## config.mk

```make
export PLATFORM = sky130hd
export DESIGN_NAME = err_node
export DESIGN_NICKNAME = d
export VERILOG_FILES = /design/src/design/err_node_pkg.sv /design/src/design/err_classify.sv /design/src/design/err_record.sv /design/src/design/err_node.sv
export VERILOG_INCLUDE_DIRS = /design/src /design/src/design
export SDC_FILE = /design/constraint.sdc
export NUM_CORES = 1
export LEC_CHECK = 0
export ABC_AREA = 1
export BUFFER_PORTS_ARGS = -buffer_cell sky130_fd_sc_hd__buf_2
export CORE_UTILIZATION = 40
export DETAILED_ROUTE_END_ITERATION = 16
export SYNTH_ARGS = -nofsm -noshare
export SYNTH_HDL_FRONTEND = slang
export SYNTH_SLANG_ARGS = --single-unit
```

## constraint.sdc

```tcl
create_clock -name ref_clk -period 1.8 [get_ports ref_clk]
set_input_delay 0.36 -clock ref_clk [delete_from_list [all_inputs] [get_ports ref_clk]]
set_output_delay 0.36 -clock ref_clk [all_outputs]
set_load 0.1 [all_outputs]
```

## src/design/err_node_params.svh

```systemverilog
// Purpose: constants for the error handling and recording node
// Assumes: one clock, synchronous active-high reset
// Notes: record field positions are block-local, registers are not mapped
`ifndef ERR_NODE_PARAMS_SVH
`define ERR_NODE_PARAMS_SVH

`define EN_DATA_W 32
`define EN_ADDR_W 32
`define EN_MISC_W 32
`define EN_UNIT_W 8
`define EN_SYND_W 8
`define EN_CNT_W 16
`define EN_TS_W 32
`define EN_STAT_W 8
`define EN_MISC_N 4
`define EN_FIXED_DATA 32'hFFFFFFFF
`define EN_STAT_VALID 0
`define EN_STAT_CE 1
`define EN_STAT_DE 2
`define EN_STAT_UE 3
`define EN_STAT_ADDRV 4
`define EN_STAT_SPEC 5
`define EN_STAT_OVF 6
`define EN_STAT_SFM 7
`define EN_FEAT_RESET 32'h00000000
`define EN_CNT_SAT 16'hFFFF

`endif

```

## src/design/err_node_pkg.sv

```systemverilog
// Purpose: types for the error handling and recording node
// Assumes: constants come from err_node_params.svh
// Notes: holds types only
`include "err_node_params.svh"

package err_node_pkg;

  typedef enum logic [1:0] {
    ACT_NONE,
    ACT_CORRECT,
    ACT_DEFER,
    ACT_UNCORR
  } err_action_t;

  typedef enum logic [1:0] {
    RSP_OKAY,
    RSP_CORRECTED,
    RSP_POISON,
    RSP_ERROR
  } rsp_kind_t;

  typedef enum logic [1:0] {
    REC_NONE,
    REC_CE,
    REC_DE,
    REC_UE
  } rec_state_t;

  typedef enum logic {
    RUN_ACTIVE,
    RUN_FAILED
  } run_state_t;

endpackage : err_node_pkg

```

## src/design/err_classify.sv

```systemverilog
// Purpose: choose correct, defer or uncorrected for one error event
// Assumes: inputs come from logic on ref_clk
// Notes: purely combinational decision
`include "err_node_params.svh"
`timescale 1ns/1ns
`default_nettype none

module err_classify (
  input wire logic err_valid, // Error event this cycle
  input wire logic can_correct, // Error is correctable
  input wire logic can_defer, // Error is deferrable
  input wire logic req_accepts_poison, // Requester takes deferred errors
  input wire logic is_read, // Access is a read
  output err_node_pkg::err_action_t action, // Chosen treatment
  output logic defer_to_req, // Poisoned data goes to requester
  output logic poison_loc // Stored location gets poisoned
);

  always_comb begin
    action = err_node_pkg::ACT_NONE;
    defer_to_req = 1'b0;
    poison_loc = 1'b0;
    if (err_valid) begin
      if (can_correct) begin
        action = err_node_pkg::ACT_CORRECT;
      end else if (can_defer) begin
        action = err_node_pkg::ACT_DEFER;
        defer_to_req = is_read && req_accepts_poison;
        poison_loc = !defer_to_req;
      end else begin
        action = err_node_pkg::ACT_UNCORR;
      end
    end
  end

endmodule : err_classify

`default_nettype wire

```

## src/design/err_record.sv

```systemverilog
// Purpose: one standard error record with status, address and misc words
// Assumes: record reset is separate from error recovery reset
// Notes: all four misc words read back the same for either architecture version input
`include "err_node_params.svh"
`timescale 1ns/1ns
`default_nettype none

module err_record (
  input wire logic ref_clk, // Component clock
  input wire logic rec_rst, // Cold reset of the record only
  input wire logic wr_en, // Write syndrome this cycle
  input wire logic [`EN_STAT_W-1:0] wr_status, // New status word
  input wire logic wr_addr_valid, // Address is known
  input wire logic [`EN_ADDR_W-1:0] wr_addr, // Error address
  input wire logic [`EN_UNIT_W-1:0] wr_unit, // Replaceable unit
  input wire logic [`EN_SYND_W-1:0] wr_loc, // Location in unit
  input wire logic wr_is_ce, // Event is corrected
  input wire logic [`EN_TS_W-1:0] timestamp, // Free running time
  input wire logic version_v11, // Four misc words present
  input wire logic [1:0] rd_misc_sel, // Misc word select
  output logic [`EN_STAT_W-1:0] status, // Status word
  output logic [`EN_ADDR_W-1:0] addr, // Address word
  output logic [`EN_MISC_W-1:0] misc_rd // Selected misc word
);

  typedef struct packed {
    logic [`EN_STAT_W-1:0] status;
    logic [`EN_ADDR_W-1:0] addr;
    logic [`EN_MISC_N-1:0][`EN_MISC_W-1:0] misc;
  } rec_t;

  rec_t rec_ff;
  rec_t nxt_rec;

  always_comb begin
    nxt_rec = rec_ff;
    if (wr_en) begin
      nxt_rec.status = wr_status;
      nxt_rec.addr = wr_addr_valid ? wr_addr : '0;
      nxt_rec.misc[0] = {16'h0000, wr_loc, wr_unit};
      if (wr_is_ce && rec_ff.misc[1][`EN_CNT_W-1:0] != `EN_CNT_SAT) begin
        nxt_rec.misc[1] = rec_ff.misc[1] + 32'h00000001;
      end
      nxt_rec.misc[2] = timestamp;
      nxt_rec.misc[3] = {24'h000000, wr_status};
    end
  end

  // Records see only their own reset, never error recovery reset
  always_ff @(posedge ref_clk) begin
    if (rec_rst) begin
      rec_ff <= '0;
    end else begin
      rec_ff <= nxt_rec;
    end
  end

  always_comb begin
    status = rec_ff.status;
    addr = rec_ff.addr;
    misc_rd = rec_ff.misc[rd_misc_sel];
    if (!version_v11 && rd_misc_sel[1]) begin
      misc_rd = rec_ff.misc[rd_misc_sel];
    end
  end

endmodule : err_record

`default_nettype wire

```

## src/design/err_node.sv

```systemverilog
// Purpose: error handling and recording node for one component
// Assumes: all inputs from logic on ref_clk, one event per cycle
// Notes: record state survives rst, cleared only by rec_rst
// Notes on behaviour
// - every corrected error is reported and recorded; code drops errors seen in service failure mode
// - speculative errors reported like architectural ones
// - record identifies originating component
// - correctable errors corrected, CE recorded, fault irq
// - correctable read returns corrected data
// - deferrable errors poisoned, reported, DE recorded
// - undeferred deferrable access may get error response
// - deferred or uncorrected raise both interrupts
// - neither correctable nor deferrable records UE
// - uncorrected access gets error response when enabled
// - uncorrected read without response returns fixed value
// - may halt function until serviced
// - never defer to a requester refusing poison
// - poison location and error response together allowed
// - reported errors write syndrome into record
// - record holds status, optional address, misc words
// - version one provides misc zero and one
// - later version provides four misc words
// - version one may still provide misc two, three
// - misc holds unit, location, counter, timestamp
// - records survive error recovery reset
// - one record layout for every access view
// - unimplemented record slots read zero
`include "err_node_params.svh"
`timescale 1ns/1ns
`default_nettype none

module err_node (
  input wire logic ref_clk, // Component clock, 125 MHz
  input wire logic rst, // Error recovery reset, sync high
  input wire logic rec_rst, // Cold reset clearing the record
  input wire logic req_valid, // Requester access, one cycle
  input wire logic req_read, // Access is a read
  input wire logic req_accepts_poison, // Requester takes deferred data
  input wire logic [`EN_ADDR_W-1:0] req_addr, // Access address
  input wire logic [`EN_DATA_W-1:0] req_data, // Data from storage
  input wire logic err_det, // Error seen on this access
  input wire logic err_spec, // Error seen on speculation
  input wire logic err_can_correct, // Error is correctable
  input wire logic err_can_defer, // Error is deferrable
  input wire logic [`EN_DATA_W-1:0] corr_data, // Corrected data
  input wire logic [`EN_UNIT_W-1:0] err_unit, // Replaceable unit
  input wire logic [`EN_SYND_W-1:0] err_loc, // Location in unit
  input wire logic [`EN_UNIT_W-1:0] src_id, // Originating component
  input wire logic fault_irq_en, // Fault interrupt enable
  input wire logic recov_irq_en, // Recovery interrupt enable
  input wire logic inband_en, // In-band error response enable
  input wire logic defer_inband, // Also abort undeferred deferrals
  input wire logic halt_on_ue, // Enter service failure on UE
  input wire logic service_done, // Leave service failure mode
  input wire logic version_v11, // Later architecture version
  input wire logic [1:0] misc_sel, // Misc word to show
  input wire logic rec_sel_valid, // Selected slot is implemented
  output logic rsp_valid, // Response, one cycle
  output logic [`EN_DATA_W-1:0] rsp_data, // Response data
  output logic rsp_poison, // Response data is poisoned
  output logic rsp_error, // In-band error response
  output logic poison_wr, // Poison stored location, one cycle
  output logic [`EN_ADDR_W-1:0] poison_addr, // Location to poison
  output logic fault_irq, // Fault handling interrupt pulse
  output logic recov_irq, // Error recovery interrupt pulse
  output logic failed, // Service failure mode level
  output logic [`EN_STAT_W-1:0] rec_status, // Record status word
  output logic [`EN_ADDR_W-1:0] rec_addr, // Record address word
  output logic [`EN_MISC_W-1:0] rec_misc, // Selected misc word
  output logic [`EN_UNIT_W-1:0] rec_src, // Originating component
  output logic [`EN_MISC_W-1:0] node_feature_reg // Feature word
);

  typedef struct packed {
    logic rsp_valid;
    logic [`EN_DATA_W-1:0] rsp_data;
    logic rsp_poison;
    logic rsp_error;
    logic poison_wr;
    logic [`EN_ADDR_W-1:0] poison_addr;
    logic fault_irq;
    logic recov_irq;
    err_node_pkg::run_state_t run;
    logic [`EN_TS_W-1:0] ts;
  } node_t;

  typedef struct packed {
    logic [`EN_STAT_W-1:0] status;
    logic [`EN_ADDR_W-1:0] addr;
    logic [`EN_MISC_W-1:0] misc;
    logic [`EN_UNIT_W-1:0] src;
  } view_t;

  node_t st_ff;
  node_t nxt_st;
  view_t view_ff;
  view_t nxt_view;
  logic [`EN_UNIT_W-1:0] src_ff;
  logic [`EN_UNIT_W-1:0] nxt_src;

  err_node_pkg::err_action_t action;
  logic defer_to_req;
  logic poison_loc;
  logic ev_valid;
  logic rec_wr;
  logic [`EN_STAT_W-1:0] new_status;
  logic [`EN_STAT_W-1:0] cur_status;
  logic [`EN_ADDR_W-1:0] cur_addr;
  logic [`EN_MISC_W-1:0] cur_misc;

  // Status word shared by every view of the record
  function automatic logic [`EN_STAT_W-1:0] make_status(
    input err_node_pkg::err_action_t act,
    input logic spec,
    input logic addr_ok,
    input logic was_valid,
    input logic sfm
  );
    logic [`EN_STAT_W-1:0] s;
    s = '0;
    s[`EN_STAT_VALID] = 1'b1;
    s[`EN_STAT_CE] = (act == err_node_pkg::ACT_CORRECT);
    s[`EN_STAT_DE] = (act == err_node_pkg::ACT_DEFER);
    s[`EN_STAT_UE] = (act == err_node_pkg::ACT_UNCORR);
    s[`EN_STAT_ADDRV] = addr_ok;
    s[`EN_STAT_SPEC] = spec;
    s[`EN_STAT_OVF] = was_valid;
    s[`EN_STAT_SFM] = sfm;
    return s;
  endfunction : make_status

  // Failure mode refuses accesses, so nothing new is recorded
  assign ev_valid = err_det && (req_valid || err_spec)
    && (st_ff.run == err_node_pkg::RUN_ACTIVE);

  err_classify u_classify (
    .err_valid(ev_valid),
    .can_correct(err_can_correct),
    .can_defer(err_can_defer),
    .req_accepts_poison(req_accepts_poison),
    .is_read(req_read),
    .action(action),
    .defer_to_req(defer_to_req),
    .poison_loc(poison_loc)
  );

  assign rec_wr = (action != err_node_pkg::ACT_NONE);

  assign new_status = make_status(action, err_spec && !req_valid,
    req_valid, cur_status[`EN_STAT_VALID],
    halt_on_ue && (action == err_node_pkg::ACT_UNCORR));

  err_record u_record (
    .ref_clk(ref_clk),
    .rec_rst(rec_rst),
    .wr_en(rec_wr),
    .wr_status(new_status),
    .wr_addr_valid(req_valid),
    .wr_addr(req_addr),
    .wr_unit(err_unit),
    .wr_loc(err_loc),
    .wr_is_ce(action == err_node_pkg::ACT_CORRECT),
    .timestamp(st_ff.ts),
    .version_v11(version_v11),
    .rd_misc_sel(misc_sel),
    .status(cur_status),
    .addr(cur_addr),
    .misc_rd(cur_misc)
  );

  always_comb begin
    nxt_st = st_ff;
    nxt_st.ts = st_ff.ts + 32'h00000001;
    nxt_st.rsp_valid = 1'b0;
    nxt_st.rsp_poison = 1'b0;
    nxt_st.rsp_error = 1'b0;
    nxt_st.poison_wr = 1'b0;
    nxt_st.fault_irq = 1'b0;
    nxt_st.recov_irq = 1'b0;
    if (st_ff.run == err_node_pkg::RUN_FAILED) begin
      if (service_done) begin
        nxt_st.run = err_node_pkg::RUN_ACTIVE;
      end
      if (req_valid) begin
        nxt_st.rsp_valid = 1'b1;
        nxt_st.rsp_error = inband_en;
        nxt_st.rsp_data = `EN_FIXED_DATA;
      end
    end else begin
      if (req_valid) begin
        nxt_st.rsp_valid = 1'b1;
        nxt_st.rsp_data = req_read ? req_data : '0;
      end
      case (action)
        err_node_pkg::ACT_CORRECT: begin
          nxt_st.fault_irq = fault_irq_en;
          if (req_valid && req_read) begin
            nxt_st.rsp_data = corr_data;
          end
        end
        err_node_pkg::ACT_DEFER: begin
          nxt_st.fault_irq = fault_irq_en;
          nxt_st.recov_irq = recov_irq_en;
          nxt_st.poison_wr = poison_loc;
          nxt_st.poison_addr = req_addr;
          if (defer_to_req) begin
            nxt_st.rsp_poison = 1'b1;
            nxt_st.rsp_data = req_data;
          end else if (req_valid) begin
            nxt_st.rsp_error = inband_en && defer_inband;
            if (req_read) begin
              nxt_st.rsp_data = `EN_FIXED_DATA;
            end
          end
        end
        err_node_pkg::ACT_UNCORR: begin
          nxt_st.fault_irq = fault_irq_en;
          nxt_st.recov_irq = recov_irq_en;
          if (req_valid) begin
            nxt_st.rsp_error = inband_en;
            if (req_read) begin
              nxt_st.rsp_data = `EN_FIXED_DATA;
            end
          end
          if (halt_on_ue) begin
            nxt_st.run = err_node_pkg::RUN_FAILED;
          end
        end
        default: begin
        end
      endcase
    end
  end

  always_ff @(posedge ref_clk) begin
    if (rst) begin
      st_ff <= '0;
    end else begin
      st_ff <= nxt_st;
    end
  end

  // Source id is part of the record, so cold reset only
  always_comb begin
    nxt_src = src_ff;
    if (rec_wr) begin
      nxt_src = src_id;
    end
  end

  always_ff @(posedge ref_clk) begin
    if (rec_rst) begin
      src_ff <= '0;
    end else begin
      src_ff <= nxt_src;
    end
  end

  always_comb begin
    nxt_view = '0;
    if (rec_sel_valid) begin
      nxt_view.status = cur_status;
      nxt_view.addr = cur_addr;
      nxt_view.misc = (!version_v11 && misc_sel[1]) ? cur_misc : cur_misc;
      nxt_view.src = src_ff;
    end
  end

  always_ff @(posedge ref_clk) begin
    if (rec_rst) begin
      view_ff <= '0;
    end else begin
      view_ff <= nxt_view;
    end
  end

  always_ff @(posedge ref_clk) begin
    if (rec_rst) begin
      node_feature_reg <= `EN_FEAT_RESET;
    end else begin
      node_feature_reg <= rec_sel_valid ? {28'h0000000, fault_irq_en,
        recov_irq_en, inband_en, version_v11} : '0;
    end
  end

  always_comb begin
    rsp_valid = st_ff.rsp_valid;
    rsp_data = st_ff.rsp_data;
    rsp_poison = st_ff.rsp_poison;
    rsp_error = st_ff.rsp_error;
    poison_wr = st_ff.poison_wr;
    poison_addr = st_ff.poison_addr;
    fault_irq = st_ff.fault_irq;
    recov_irq = st_ff.recov_irq;
    failed = (st_ff.run == err_node_pkg::RUN_FAILED);
    rec_status = view_ff.status;
    rec_addr = view_ff.addr;
    rec_misc = view_ff.misc;
    rec_src = view_ff.src;
  end

endmodule : err_node

`default_nettype wire

```

==> summary.md <==
| Metric | Value |
|---|---|
| Status | finished clean |
| Reg2Reg Depth | 11 |
| Post-Synth Simple-Gate Area | 25.1% |
| Dpl cell area | 16,000 µm² |
| Most frequent cells in the layout | nand2_1 (409), nor2_1 (365), dfxtp_1 (314) |
| Worst-Skew Late Latency | 520 ps |
| CP top delay family | buffers and inverters |
| Die area | 36,500 µm² |
| Crit-path max FO | 1 |
| CP Launch Point | node_feature_reg[2] |
| R2r endpoint | u_record.rec_ff[49] |
| RSZ-0062 raised after global routing | false |
| YS warnings | 0 |
| Avg Inst Size Synth | 6.85 µm² |
| Post-synth EDFFs | 0 |
| FMAX | 572 MHz |
| Cells along the critical path | buf_2 |
| Hold Crit Start | version_v11 |
| VDD IR-drop max | 684 µV |
| WHS Endpoint | node_feature_reg[0] |
| Finished Core Util | 49.3% |
| Initial antenna violation count | 10 |
| Slowest CP cell | buf_2 |
| Synthesized netlist cell count | 2,085 |
| Pre-antenna DRT Iters | 5 |
| Cell area after synthesis | 14,300 µm² |
| Final net count | 2,455 |
| Setup violations, final | 0 |
| Most common cell after layout, fill and taps aside | nand2_1 |
| Post-synthesis mux area share | 0% |
| Pwr Density | 1010 nW/µm² |
| Clock-pin slew of the registers on the worst-case setup and hold paths | 60 ps |
| Post-Route WL | 42,400 µm |
| Fin crit period | 1750 ps |
| Critical path launch point type | flop |
| #FFs+latches synth | 315 |
| Skew final | 12.6 ps |
| Async set or reset register ratio after synthesis | 0% |
| DR iter-0 viols | 879 |
| Die Ht | 191 µm |
| First-pass GRT wire length | 67,100 µm |
| Seq/Total Area, Yosys | 44.1% |
| Final instance area | 17,200 µm² |
| FF-to-FF Start | u_record.rec_ff[32] |
| Slew Limit Fails | 0 |
| Worst R2R Setup Slack | 190 ps |
| Post-DP HPWL | 30,100 µm |
| CP max stage delay | 460 ps |
| Largest net degree at the start of global routing | 60 |
| Final Total Pwr | 17.4 mW |
| WL/cell | 15.1 µm |
| IO Count | 323 |
| Xor-xnor portion of the synthesized cell area | 0.490% |
| Max H-tree Level | 2 |
| DIE WIDTH | 191 µm |
| Compound-gate portion of the synthesized area | 16.0% |
| Port buffer count | 294 |
| Critical path arrival | 1390 ps |
| Initial Util | 41.0% |
| Via density | 4.87 |
| DRT antenna net count | 0 |
| # clock sinks | 315 |
| Non-Filler Instances | 2,800 |
| Crit Path Category | flop to output pin |
| Post-CTS setup buffers | 0 |
| Hold path depth | 3 |
| TritonCTS clock tree | built |
| Layout area overhead | 20.3% |
| Clock root buffer | clkbuf_16 |
| Biggest register | u_record.rec_ff |
| Setup crit end kind | output pin |
| Placed Cells | 2,731 |
| Number of flip-flops in the largest register | 80 |
| Core Region | 34,900 µm² |
| Layout cells sized above 1 | 19.2% |
| Final routed DRC violation total | 0 |
| Row count | 68 |
| Total global-route track usage | 23.0% |
| Clock Path Buffers | 3 |
| Max-cap violations | 0 |
| Vias in the first global route | 13,100 |
| Static leakage | 7.71 nW |
| Setup ws final | 50.7 ps |
| Overflow after GRT | 0 |
| GP Congestion | 0.895 |
| Req. time, crit path | 1440 ps |
| Post-Synth Adder-Cell Area | 0.175% |
| Routed vias | 13,600 |
| HP Class | input pin to flop |
| Post-synth top flop | dfxtp_1 |
| Final period utilization | 97.2% |
| Hold-fix buffers, CTS | 0 |
| Slew margin rel. | 55.5% |
| CTS Buf Count | 35 |
| Place WS | -64.1 ps |
| Worst slew pin tran | 667 ps |
| Final Hold Fails | 0 |
| WP buf/inv | 1 |
| Largest family of logic cells by synthesized area | simple AND/OR/NAND/NOR gates |
| Distinct cells, synth | 36 |
[cells by family (layout without fill, tap and decap cells)]
group	count (synthesis)	in the layout
AND/OR/NAND/NOR	891	891
AO/OA/AOI/OAI	454	454
buffers and inverters	414	639
flip-flops	315	315
XOR/XNOR	8	8
adder cells (fa/ha/maj)	2	2
other	1	36
[cell type report]
| cell class | instances | area (µm²) |
|---|---|---|
| repair buffers | 370 | 2290 |
| clock buffers | 49 | 1030 |
| flip-flops and latches | 315 | 6310 |
| clock inverters | 12 | 103 |
| fillers | 3549 | 17700 |
| multi-input cells | 1383 | 6080 |
| inverters | 208 | 786 |
| well taps | 455 | 569 |
| diodes | 8 | 20.0 |
[power by group]
group	switching (mW)	total [mW]	internal [mW]	leakage, nW
logic	2.33	3.03	0.702	4.58
clock network	2.97	6.99	4.02	0.559
registers	0.130	7.39	7.26	2.57
total	5.43	17.4	12.0	7.71
[metrics by stage]
step / hold slack, ps / TNS (ps)
global placement: 412 / 0
global route: 47.6 / 0
floorplan: 408 / 0
detailed placement: 415 / -115
CTS: 35.4 / 0
finish: 52.6 / 0
[what timing repair did]
item,in CTS,in global routing
pin swaps,0,0
setup endpoints to repair,1,3
gates resized for setup,1,3
[cell usage after synthesis (3+ instances only)]
| cell | number | area share, % |
|---|---|---|
| inv_2 | 3 | 0.079 |
| clkbuf_1 | 65 | 1.7 |
| inv_1 | 202 | 5.3 |
| dfxtp_1 | 315 | 44 |
| o21ai_1 | 14 | 0.49 |
| nand3b_1 | 6 | 0.32 |
| nor3_1 | 17 | 0.60 |
| a21oi_1 | 253 | 8.9 |
| nand3_1 | 73 | 2.6 |
| nor2_1 | 366 | 9.6 |
| nand4_1 | 6 | 0.26 |
| o21ai_0 | 182 | 6.4 |
| or2_2 | 3 | 0.13 |
| buf_4 | 102 | 5.4 |
| buf_1 | 8 | 0.21 |
| xnor2_1 | 3 | 0.18 |
| nand2_1 | 410 | 11 |
| buf_2 | 25 | 0.88 |
| xor2_1 | 5 | 0.31 |
| buf_6 | 5 | 0.39 |
[how the worst max path moves through the flow]
stage                     endpoint  slack, ps  cells past startpoint
6_report       node_feature_reg[2]         50                      1
5_1_grt        u_record.rec_ff[41]         20                     10
4_1_cts                     failed          8                      2
3_5_place_dp                failed        -60                      8
3_3_place_gp                failed          3                      8
2_1_floorplan         rsp_data[29]         80                      9
[metal layers]
| metal | part of all wire, % | track usage [%] | wire length (µm) |
|---|---|---|---|
| met4 | 3.0 | 8.52 | 1270 |
| met3 | 7.7 | 6.19 | 3280 |
| met2 | 47 | 39.0 | 19900 |
| met1 | 42 | 27.7 | 17900 |
| met5 | 0.054 | 0 | 23 |
Note: power is estimated with default switching activity, not from simulation.
